==> config.mk <==
export PLATFORM = sky130hd
export DESIGN_NAME = rbhp_port
export DESIGN_NICKNAME = d
export VERILOG_FILES = /design/src/core/rbhp_pkg.sv /design/src/core/rbhp_sync.sv /design/src/core/rbhp_port.sv
export SDC_FILE = /design/constraint.sdc
export NUM_CORES = 1
export LEC_CHECK = 0
export BUFFER_PORTS_ARGS = -buffer_cell sky130_fd_sc_hd__clkbuf_2
export CORE_MARGIN = 2
export CORE_UTILIZATION = 56
export DETAILED_ROUTE_END_ITERATION = 7
export PLACE_DENSITY = 0.73
export SYNTH_ARGS = -nofsm -noshare
export SYNTH_HDL_FRONTEND = slang
export SYNTH_SLANG_ARGS = --single-unit
==> constraint.sdc <==
create_clock -name clk_i -period 3.1 [get_ports clk_i]
set_clock_uncertainty 0.2 [all_clocks]
set_input_delay 0.31 -clock clk_i [delete_from_list [all_inputs] [get_ports clk_i]]
set_output_delay 0.31 -clock clk_i [all_outputs]
set_load 0.03 [all_outputs]
==> src/core/rbhp_pkg.sv <==
// Package with constants and types for the byte-wide host port.
package rbhp_pkg;

	// ---------------------------------------------------------------
	// Geometry
	// ---------------------------------------------------------------
	localparam int INDEX_W = 4;
	localparam int BYTE_W = 8;
	localparam int REG_COUNT = 16;

	// ---------------------------------------------------------------
	// Reset values
	// ---------------------------------------------------------------
	localparam logic [7:0] REG_RESET = 8'h00;
	localparam logic STROBE_IDLE = 1'b1;
	localparam logic PF_RESET = 1'b1;

	// ---------------------------------------------------------------
	// Timing
	// ---------------------------------------------------------------
	localparam int CLK_PERIOD_NS = 10;
	localparam int ADDR_ACCESS_NS = 85;
	localparam int OE_ACCESS_NS = 35;
	localparam int WRITE_RELEASE_NS = 25;
	// Longest times round down, never below one cycle.
	localparam int ADDR_ACCESS_CYC = (ADDR_ACCESS_NS / CLK_PERIOD_NS < 1) ? 1 :
		ADDR_ACCESS_NS / CLK_PERIOD_NS;
	localparam int OE_ACCESS_CYC = (OE_ACCESS_NS / CLK_PERIOD_NS < 1) ? 1 :
		OE_ACCESS_NS / CLK_PERIOD_NS;
	localparam int WRITE_RELEASE_CYC =
		(WRITE_RELEASE_NS / CLK_PERIOD_NS < 1) ? 1 :
		WRITE_RELEASE_NS / CLK_PERIOD_NS;
	// Pin to output latency: three synchroniser stages plus the output flop.
	localparam int SYNC_STAGES = 3;
	localparam int PIN_LATENCY_CYC = SYNC_STAGES + 1;

	// ---------------------------------------------------------------
	// Cycle states
	// ---------------------------------------------------------------
	typedef enum logic [1:0]
	{
		ST_IDLE = 2'b00,
		ST_READ = 2'b01,
		ST_WRITE = 2'b10
	} rbhp_state_t;

endpackage : rbhp_pkg

==> src/core/rbhp_sync.sv <==
// Three-stage pin synchroniser with agreement filter.
module rbhp_sync
#(
	parameter int WIDTH = 1,
	parameter logic [WIDTH-1:0] INIT = '0
)
(
	// Clock and reset
	input wire logic clk_i,
	input wire logic rst_b_i,
	// Pin side
	input wire logic [WIDTH-1:0] d_i,
	// Clock side
	output logic [WIDTH-1:0] q_o
);

	typedef struct packed
	{
		logic [WIDTH-1:0] s1;
		logic [WIDTH-1:0] s2;
		logic [WIDTH-1:0] s3;
		logic [WIDTH-1:0] q;
	} rbhp_sync_state_t;

	rbhp_sync_state_t state_r;
	rbhp_sync_state_t state_nxt;

	// ---------------------------------------------------------------
	// Agreement
	// ---------------------------------------------------------------
	// The first stage feeds only the second; a bit changes only once the
	// second and third stages hold the same value.
	always_comb
	begin
		state_nxt = state_r;
		state_nxt.s1 = d_i;
		state_nxt.s2 = state_r.s1;
		state_nxt.s3 = state_r.s2;
		for (int i = 0; i < WIDTH; i++)
		begin
			if (state_r.s2[i] == state_r.s3[i])
			begin
				state_nxt.q[i] = state_r.s3[i];
			end
		end
	end

	always_ff @(posedge clk_i)
	begin
		if (!rst_b_i)
		begin
			state_r <= {INIT, INIT, INIT, INIT};
		end
		else
		begin
			state_r <= state_nxt;
		end
	end

	assign q_o = state_r.q;

endmodule : rbhp_sync

==> src/core/rbhp_port.sv <==
// Byte-wide host port: register file, read/write decode and SRAM routing.
module rbhp_port
#(
	parameter int REG_COUNT = rbhp_pkg::REG_COUNT
)
(
	// Clock and reset
	input wire logic clk_i,
	input wire logic rst_b_i,
	// Host strobes, all active low
	input wire logic reg_select_n_i,
	input wire logic sram_select_n_i,
	input wire logic out_enable_n_i,
	input wire logic write_n_i,
	// Host address and data
	input wire logic [rbhp_pkg::INDEX_W-1:0] register_index_i,
	input wire logic [rbhp_pkg::BYTE_W-1:0] byte_lines_i,
	output logic [rbhp_pkg::BYTE_W-1:0] byte_lines_o,
	output logic byte_lines_oe_o,
	// Supply monitor, high while supply is below threshold
	input wire logic power_fail_i,
	// External SRAM strobes, active low
	output logic sram_bank_select_n_o,
	output logic sram_write_n_o,
	output logic sram_read_n_o
);

	// ---------------------------------------------------------------
	// Synchronised pins
	// ---------------------------------------------------------------
	logic sel_n;
	logic ext_n;
	logic oe_n;
	logic wr_n;
	logic pf;
	logic [rbhp_pkg::INDEX_W-1:0] idx;
	logic [rbhp_pkg::BYTE_W-1:0] din;

	// Strobes share one synchroniser so that their relative order is kept.
	rbhp_sync
	#(
		.WIDTH(5),
		.INIT({rbhp_pkg::STROBE_IDLE, rbhp_pkg::STROBE_IDLE,
			rbhp_pkg::STROBE_IDLE, rbhp_pkg::STROBE_IDLE,
			rbhp_pkg::PF_RESET})
	)
	u_sync_strobe
	(
		.clk_i(clk_i),
		.rst_b_i(rst_b_i),
		.d_i({reg_select_n_i, sram_select_n_i, out_enable_n_i, write_n_i,
			power_fail_i}),
		.q_o({sel_n, ext_n, oe_n, wr_n, pf})
	);

	rbhp_sync
	#(
		.WIDTH(rbhp_pkg::INDEX_W + rbhp_pkg::BYTE_W),
		.INIT('0)
	)
	u_sync_bus
	(
		.clk_i(clk_i),
		.rst_b_i(rst_b_i),
		.d_i({register_index_i, byte_lines_i}),
		.q_o({idx, din})
	);

	// ---------------------------------------------------------------
	// State
	// ---------------------------------------------------------------
	typedef struct packed
	{
		rbhp_pkg::rbhp_state_t st;
		logic mute;
		logic [rbhp_pkg::INDEX_W-1:0] wr_idx;
		logic [rbhp_pkg::BYTE_W-1:0] wr_dat;
		logic [REG_COUNT-1:0][rbhp_pkg::BYTE_W-1:0] regs;
		logic [rbhp_pkg::BYTE_W-1:0] dout;
		logic oe;
		logic sram_sel_n;
		logic sram_wr_n;
		logic sram_rd_n;
	} rbhp_port_state_t;

	rbhp_port_state_t state_r;
	rbhp_port_state_t state_nxt;

	// Register-side access is live only with select low and no power fail.
	function automatic logic reg_access(input logic sel_n_f, input logic pf_f);
		reg_access = !sel_n_f && !pf_f;
	endfunction : reg_access

	// ---------------------------------------------------------------
	// Next state
	// ---------------------------------------------------------------
	always_comb
	begin
		logic acc;
		logic commit;
		acc = 1'b0;
		commit = 1'b0;
		state_nxt = state_r;
		acc = reg_access(sel_n, pf);

		case (state_r.st)
			rbhp_pkg::ST_IDLE:
			begin
				state_nxt.mute = 1'b0;
				if (acc && wr_n)
				begin
					state_nxt.st = rbhp_pkg::ST_READ;
				end
				else if (acc)
				begin
					// Select found low with the strobe already low: the
					// bus stays released until select rises again or a power fail drops the access.
					state_nxt.st = rbhp_pkg::ST_WRITE;
					state_nxt.mute = 1'b1;
				end
			end
			rbhp_pkg::ST_READ:
			begin
				if (!acc)
				begin
					state_nxt.st = rbhp_pkg::ST_IDLE;
				end
				else if (!wr_n)
				begin
					// Write opens at the later of the two falls.
					state_nxt.st = rbhp_pkg::ST_WRITE;
				end
			end
			rbhp_pkg::ST_WRITE:
			begin
				if (!acc || wr_n)
				begin
					// Earlier rise of either strobe closes the write.
					commit = 1'b1;
					state_nxt.st = acc ? rbhp_pkg::ST_READ :
						rbhp_pkg::ST_IDLE;
				end
			end
			default:
			begin
				state_nxt.st = rbhp_pkg::ST_IDLE;
			end
		endcase

		// Keep the last index and byte seen while the write was open; the
		// host holds both up to the closing edge.
		if (state_r.st == rbhp_pkg::ST_WRITE && acc && !wr_n)
		begin
			state_nxt.wr_idx = idx;
			state_nxt.wr_dat = din;
		end
		else if (state_r.st != rbhp_pkg::ST_WRITE)
		begin
			state_nxt.wr_idx = idx;
			state_nxt.wr_dat = din;
		end

		// A power fail during a write aborts it without storing.
		if (commit && !pf)
		begin
			state_nxt.regs[state_r.wr_idx] = state_r.wr_dat;
		end

		// Read data follows the index every cycle.
		state_nxt.dout = state_nxt.regs[idx];

		state_nxt.oe = acc && !oe_n && wr_n &&
			state_nxt.st == rbhp_pkg::ST_READ && !state_nxt.mute;

		// External select is honoured only while register select is high;
		// it is forced high during a power fail.
		state_nxt.sram_sel_n = !(!ext_n && sel_n && !pf);
		state_nxt.sram_wr_n = state_nxt.sram_sel_n | wr_n;
		state_nxt.sram_rd_n = state_nxt.sram_sel_n | oe_n | !wr_n;
	end

	// ---------------------------------------------------------------
	// Registers
	// ---------------------------------------------------------------
	always_ff @(posedge clk_i)
	begin
		if (!rst_b_i)
		begin
			state_r.st <= rbhp_pkg::ST_IDLE;
			state_r.mute <= 1'b0;
			state_r.wr_idx <= '0;
			state_r.wr_dat <= '0;
			state_r.regs <= {REG_COUNT{rbhp_pkg::REG_RESET}};
			state_r.dout <= '0;
			state_r.oe <= 1'b0;
			state_r.sram_sel_n <= 1'b1;
			state_r.sram_wr_n <= 1'b1;
			state_r.sram_rd_n <= 1'b1;
		end
		else
		begin
			state_r <= state_nxt;
		end
	end

	// ---------------------------------------------------------------
	// Outputs
	// ---------------------------------------------------------------
	assign byte_lines_o = state_r.dout;
	assign byte_lines_oe_o = state_r.oe;
	assign sram_bank_select_n_o = state_r.sram_sel_n;
	assign sram_write_n_o = state_r.sram_wr_n;
	assign sram_read_n_o = state_r.sram_rd_n;

endmodule : rbhp_port

Yosys cells after proc, flatten, opt, wreduce, memory -nomap -nowiden
Index checks and enable logic that the tools add are counted.
{"block": "word_totals", "reg_bits": 223, "latch_bits": 0, "ram_bits": 0, "rom_bits": 0, "inputBits": 19, "out_inout_bits": 12, "n_memories": 0}
{"block": "op_classes", "n_addsub": 0, "mul": 0, "div_mod_pow": 0, "n_lt_le_gt_ge": 3, "n_eq_ne": 21, "n_shift": 0, "muxes": 19, "n_bitwise": 3, "reduce_logical": 23}
{"operator": "128-bit bitwise mux", "count": 1}
{"operator": "128-bit 2-to-1 mux", "count": 1}
{"operator": "8-bit binary-select mux with 4-bit select", "count": 1}
{"operator": "8-bit demux with 4-bit select", "count": 1}
{"operator": "12-bit 2-to-1 mux", "count": 2}
{"operator": "1-bit == test", "count": 17}
{"operator": "8-bit 2-to-1 mux", "count": 2}
{"operator": "1-bit logical AND", "count": 12}
{"operator": "4-bit by 5-bit < comparator with 1-bit output (second input constant)", "count": 2}
{"operator": "1-bit zero test", "count": 8}
{"operator": "2-bit 2-to-1 mux", "count": 4}
{"operator": "2-bit one-hot mux with 3 select lines", "count": 1}
{"operator": "1-bit 2-to-1 mux", "count": 5}
{"operator": "2-bit by 1-bit == test with 1-bit output (second input constant)", "count": 2}
{"operator": "4-bit by 1-bit >= comparator with 1-bit output (second input constant)", "count": 1}
{"operator": "3-bit 2-to-1 mux", "count": 1}
{"operator": "1-bit OR", "count": 3}
{"operator": "2-bit == test (second input constant)", "count": 1}
{"operator": "2-bit zero test", "count": 1}
{"operator": "2-bit != test (second input constant)", "count": 1}
{"operator": "2-bit nonzero test", "count": 1}
{"operator": "1-bit logical OR", "count": 1}

Logic depth before layout (Yosys ltp)
{"block": "logic_depth", "depth_word": 10, "mapped_depth": 9, "mapped_depth_nobuf": 6}

Hierarchy
From an unflattened synthesis, not the netlist that was laid out.
{"block": "unflattened", "cells_unflattened": 1085, "area_unflattened_um2": 9768.1}
{"module": "rbhp_port", "n_inst": 1, "cells_per_inst": 891, "area_each_um2": 7581.0, "seq_area_each_um2": 3103.0}
{"module": "rbhp_sync (u_sync_bus)", "n_inst": 1, "cells_per_inst": 137, "area_each_um2": 1530.2, "seq_area_each_um2": 960.9}
{"module": "rbhp_sync (u_sync_strobe)", "n_inst": 1, "cells_per_inst": 57, "area_each_um2": 656.9, "seq_area_each_um2": 400.4}

Least setup slack after synthesis
No wires, ideal clock.
{"block": "synth_path", "path_kind": "flip-flop to flip-flop", "from": "register state_r[154] (netlist name)", "to": "register state_r (netlist bit byte_lines_o[0])", "setup_ns": 0.116, "t_arrival_ns": 2.165, "t_required_ns": 2.784, "setup_slack_ns": 0.619, "stages_incl_launch_ff": 8, "period_less_slack_ns": 2.481, "cell_sequence": "dfxtp_1 or3b_1 buf_6 nor4_4 mux2_4 a221oi_2 a2111oi_2 a41o_1"}
{"block": "synth_via", "elab_chain_cells": 6}
{"item": "start: declaration", "line": "rbhp_port.sv:86", "rtl": "rbhp_port_state_t state_r;"}
{"item": "start signal: assignment", "line": "rbhp_port.sv:202", "rtl": "state_r <= state_nxt;"}
{"item": "2-bit == test", "line": "rbhp_port.sv:106", "rtl": "case (state_r.st)"}
{"item": "1-bit 2-to-1 mux", "line": "rbhp_port.sv:106"}
{"item": "1-bit logical AND", "line": "rbhp_port.sv:164", "rtl": "if (commit && !pf)"}
{"item": "128-bit 2-to-1 mux", "line": "rbhp_port.sv:164"}
{"item": "8-bit binary-select mux with 4-bit select", "line": "rbhp_port.sv:170", "rtl": "state_nxt.dout = state_nxt.regs[idx];"}
{"item": "8-bit 2-to-1 mux (not written as such)", "line": "rbhp_port.sv:170"}
Every way passes these cells. The select of a mux whose other input is x is not followed.
A chain may end at the register's enable or synchronous reset.

Final worst setup path
{"block": "layout_path", "from": "register state_r[154] (netlist name)", "to": "register state_r (netlist bit byte_lines_o[6])"}
The elaborated chain is that of the path after synthesis.

==> impl_metrics.tcl <==
set metrics [dict create \
    cts_tree "built" \
    cts_setup_buffers 0 \
    layout_common_cells "dfxtp_1, mux2i_1, nor2b_1" \
    max_cap_viol_count 0 \
    overflow 0 \
    setup_tns_ps 0 \
    vias 7063 \
    crit_slowest_cell "or3b_1" \
    crit_type "flip-flop to flip-flop" \
    synth_seq_cells 223 \
    cts_root_buffer "clkbuf_16" \
    crit_path_max_fanout 7 \
    antenna_left 0 \
    drc 0 \
    period_share_pct 91.5 \
    synth_cells 968 \
    antenna_cells 0 \
    dieArea_um2 18200 \
    die-height_um 135 \
    grt_pass1_wl_mm 36.8 \
    run_status "finished clean" \
    drive_gt1_share_pct 15.8 \
    clkSinkCount 223 \
    fin_total_pwr_mw 5.95 \
    cts_max_level 1 \
    pin_count 31 \
    start_util_pct 57.6 \
    io_buffers 30 \
    vdd_drop_max_v 0.000483 \
    place_inst 1175 \
    wl_per_cell_um 18.8 \
    gp_congestion 0.928 \
    hpwl_mm 15.2 \
    hold_viol 0 \
    layout_commonest_cell "dfxtp_1" \
    cts_buffers 23 \
    grt.total_usage_pct 25.6 \
    critPathTopFamily "simple AND/OR/NAND/NOR gates" \
    fmax_ghz 0.353 \
    synth_ff_type "dfxtp_1" \
    min_period_ps 2840 \
    antenna_found_initial 0 \
    holdCritPathClass "flip-flop to flip-flop" \
    cts_max_path_buffers 3 \
    instances_no_fill 1233 \
    power.leakage_nw 4.18 \
    postLayoutCoreUtil_pct 65.6 \
    synth_edf_count 0 \
    synth_cell_types 65 \
    worst-slew-pin-transition_ps 1080 \
    core_area_um2 16700 \
    routed_wl_mm 23.2 \
    avgSynthCellArea_um2 9.94 \
    fp.dieW_um 135 \
    slowest_delay_ps 550 \
    worst-path-buf-inv 1 \
    seq_area_frac_synth_pct 46.4 \
    drtIter0Drc 693 \
    synthArstFlopShare_pct 0 \
    holdWs_ps 208 \
    row_count 47 \
    rsz0062_at_grt "no" \
    num-nets-final 1017 \
    clk_latency_ps 510 \
    cp.required_ps 3270 \
    path_cells "or3b_1 -> nor4_4 -> buf_4 -> mux2i_1 -> nor2_1 -> a221oi_1 -> o32ai_1" \
    slew_headroom_pct 27.8 \
    r2r_slack_ps 260 \
    yosysWarnings 0 \
    cts.reportedPaths.clkPinSlew_ps 60 \
    syn_area_um2 9620 \
    arrival_ps 3000 \
    crit_path_start_kind "flip-flop" \
    grt_pass1_vias 6696 \
    cp-end-kind "flip-flop" \
    via_per_inst 5.73 \
    grt_max_degree 201 \
    slew_violations 0 \
    syn2layout_area_growth_pct 13.9 \
    final-setup-viol-count 0 \
    power_density_nw_per_um2 542 \
    drtPass1Iterations 6 \
    syn_nets 987 \
]
-- worst register-to-register path: cells and delay by family (launching register included) --
kind | cells | cell delay, ps
muxes | 1 | 240
DFF | 1 | 430
and+or+nand+nor | 3 | 1160
buffers and inverters | 1 | 250
AOI/OAI and AO/OA | 2 | 400
-- synthesized netlist by cell type (19+ instances only) --
master | count | area (µm²)
nor2b_1 | 115 | 719
mux2i_1 | 121 | 1210
and2_1 | 56 | 350
nor2_1 | 41 | 154
nand2b_1 | 23 | 144
o221ai_1 | 22 | 193
clkbuf_1 | 53 | 199
a21boi_0 | 22 | 165
mux2_2 | 19 | 214
nor3_1 | 23 | 115
o21ai_0 | 26 | 130
dfxtp_1 | 223 | 4460
nand2_1 | 56 | 210
-- area by class of cell --
| type | instances | area (µm²) |
|---|---|---|
| clock inverters | 12 | 164 |
| multi-input cells | 656 | 4760 |
| clock buffers | 28 | 634 |
| fillers | 1342 | 5740 |
| well taps | 220 | 275 |
| flip-flops and latches | 223 | 4460 |
| repair buffers | 88 | 646 |
| inverters | 6 | 22.5 |
-- worst paths after layout --
| kind | startpoint | to | depth (start not counted) |
|---|---|---|---|
| max | state_r[154]$_SDFF_PN0_ | byte_lines_o[6]$_SDFF_PN0_ | 7 |
| min | u_sync_strobe.state_nxt[11]$_SDFF_PN1_ | u_sync_strobe.state_nxt[6]$_SDFF_PN1_ | 1 |
| max reg2reg | state_r[154]$_SDFF_PN0_ | byte_lines_o[6]$_SDFF_PN0_ | 7 |
| min reg2reg | u_sync_strobe.state_nxt[11]$_SDFF_PN1_ | u_sync_strobe.state_nxt[6]$_SDFF_PN1_ | 1 |
-- layer usage --
| metal | routed length, µm | GRT usage [%] | vias up |
|---|---|---|---|
| met5 | 0 | 0 | - |
| met4 | 1020 | 10.8 | 0 |
| met3 | 1400 | 3.57 | 52 |
| met2 | 10000 | 38.9 | 243 |
| met1 | 10800 | 36.6 | 3332 |
| li1 | - | - | 3436 |
-- through the flow --
step	area [µm²]	setup slack, ps
floorplan	9620	619
global placement	9980	353
detailed placement	9980	342
CTS	11000	248
global route	11000	66.2
finish	11000	265
-- cells by family after synthesis --
kind of cell,after synthesis,share of synthesized area (%)
AO/OA/AOI/OAI,155,12.1
buffers and inverters,89,4.29
multiplexers,141,15.0
AND/OR/NAND/NOR,360,22.2
flip-flops,223,46.4
-- state kept, by name, summed over array words and instances (netlist names) --
register,count
u_sync_strobe.state_nxt,10
state_r,143
u_sync_strobe.state_r,5
byte_lines_oe_o,1
u_sync_bus.state_r,12
u_sync_bus.state_nxt,24
sram_read_n_o,1
u_sync_strobe.q_o,5
sram_bank_select_n_o,1
byte_lines_o,8
u_sync_bus.q_o,12
sram_write_n_o,1
-- timing repair --
item                                    CTS  global route
endpoints found under the hold margin    28             0
endpoints found under the setup margin    0             0
hold buffers                             18             0
gates resized for setup                   0             0
-- power by group --
group	leakage [nW]	switching (mW)	internal [mW]	total (mW)
Clock	0.402	1.12	1.78	2.90
Sequential	1.81	0.0119	2.89	2.90
Combinational	1.97	0.0648	0.0728	0.138
Total	4.18	1.20	4.75	5.95
(Power assumes the default switching activity.)
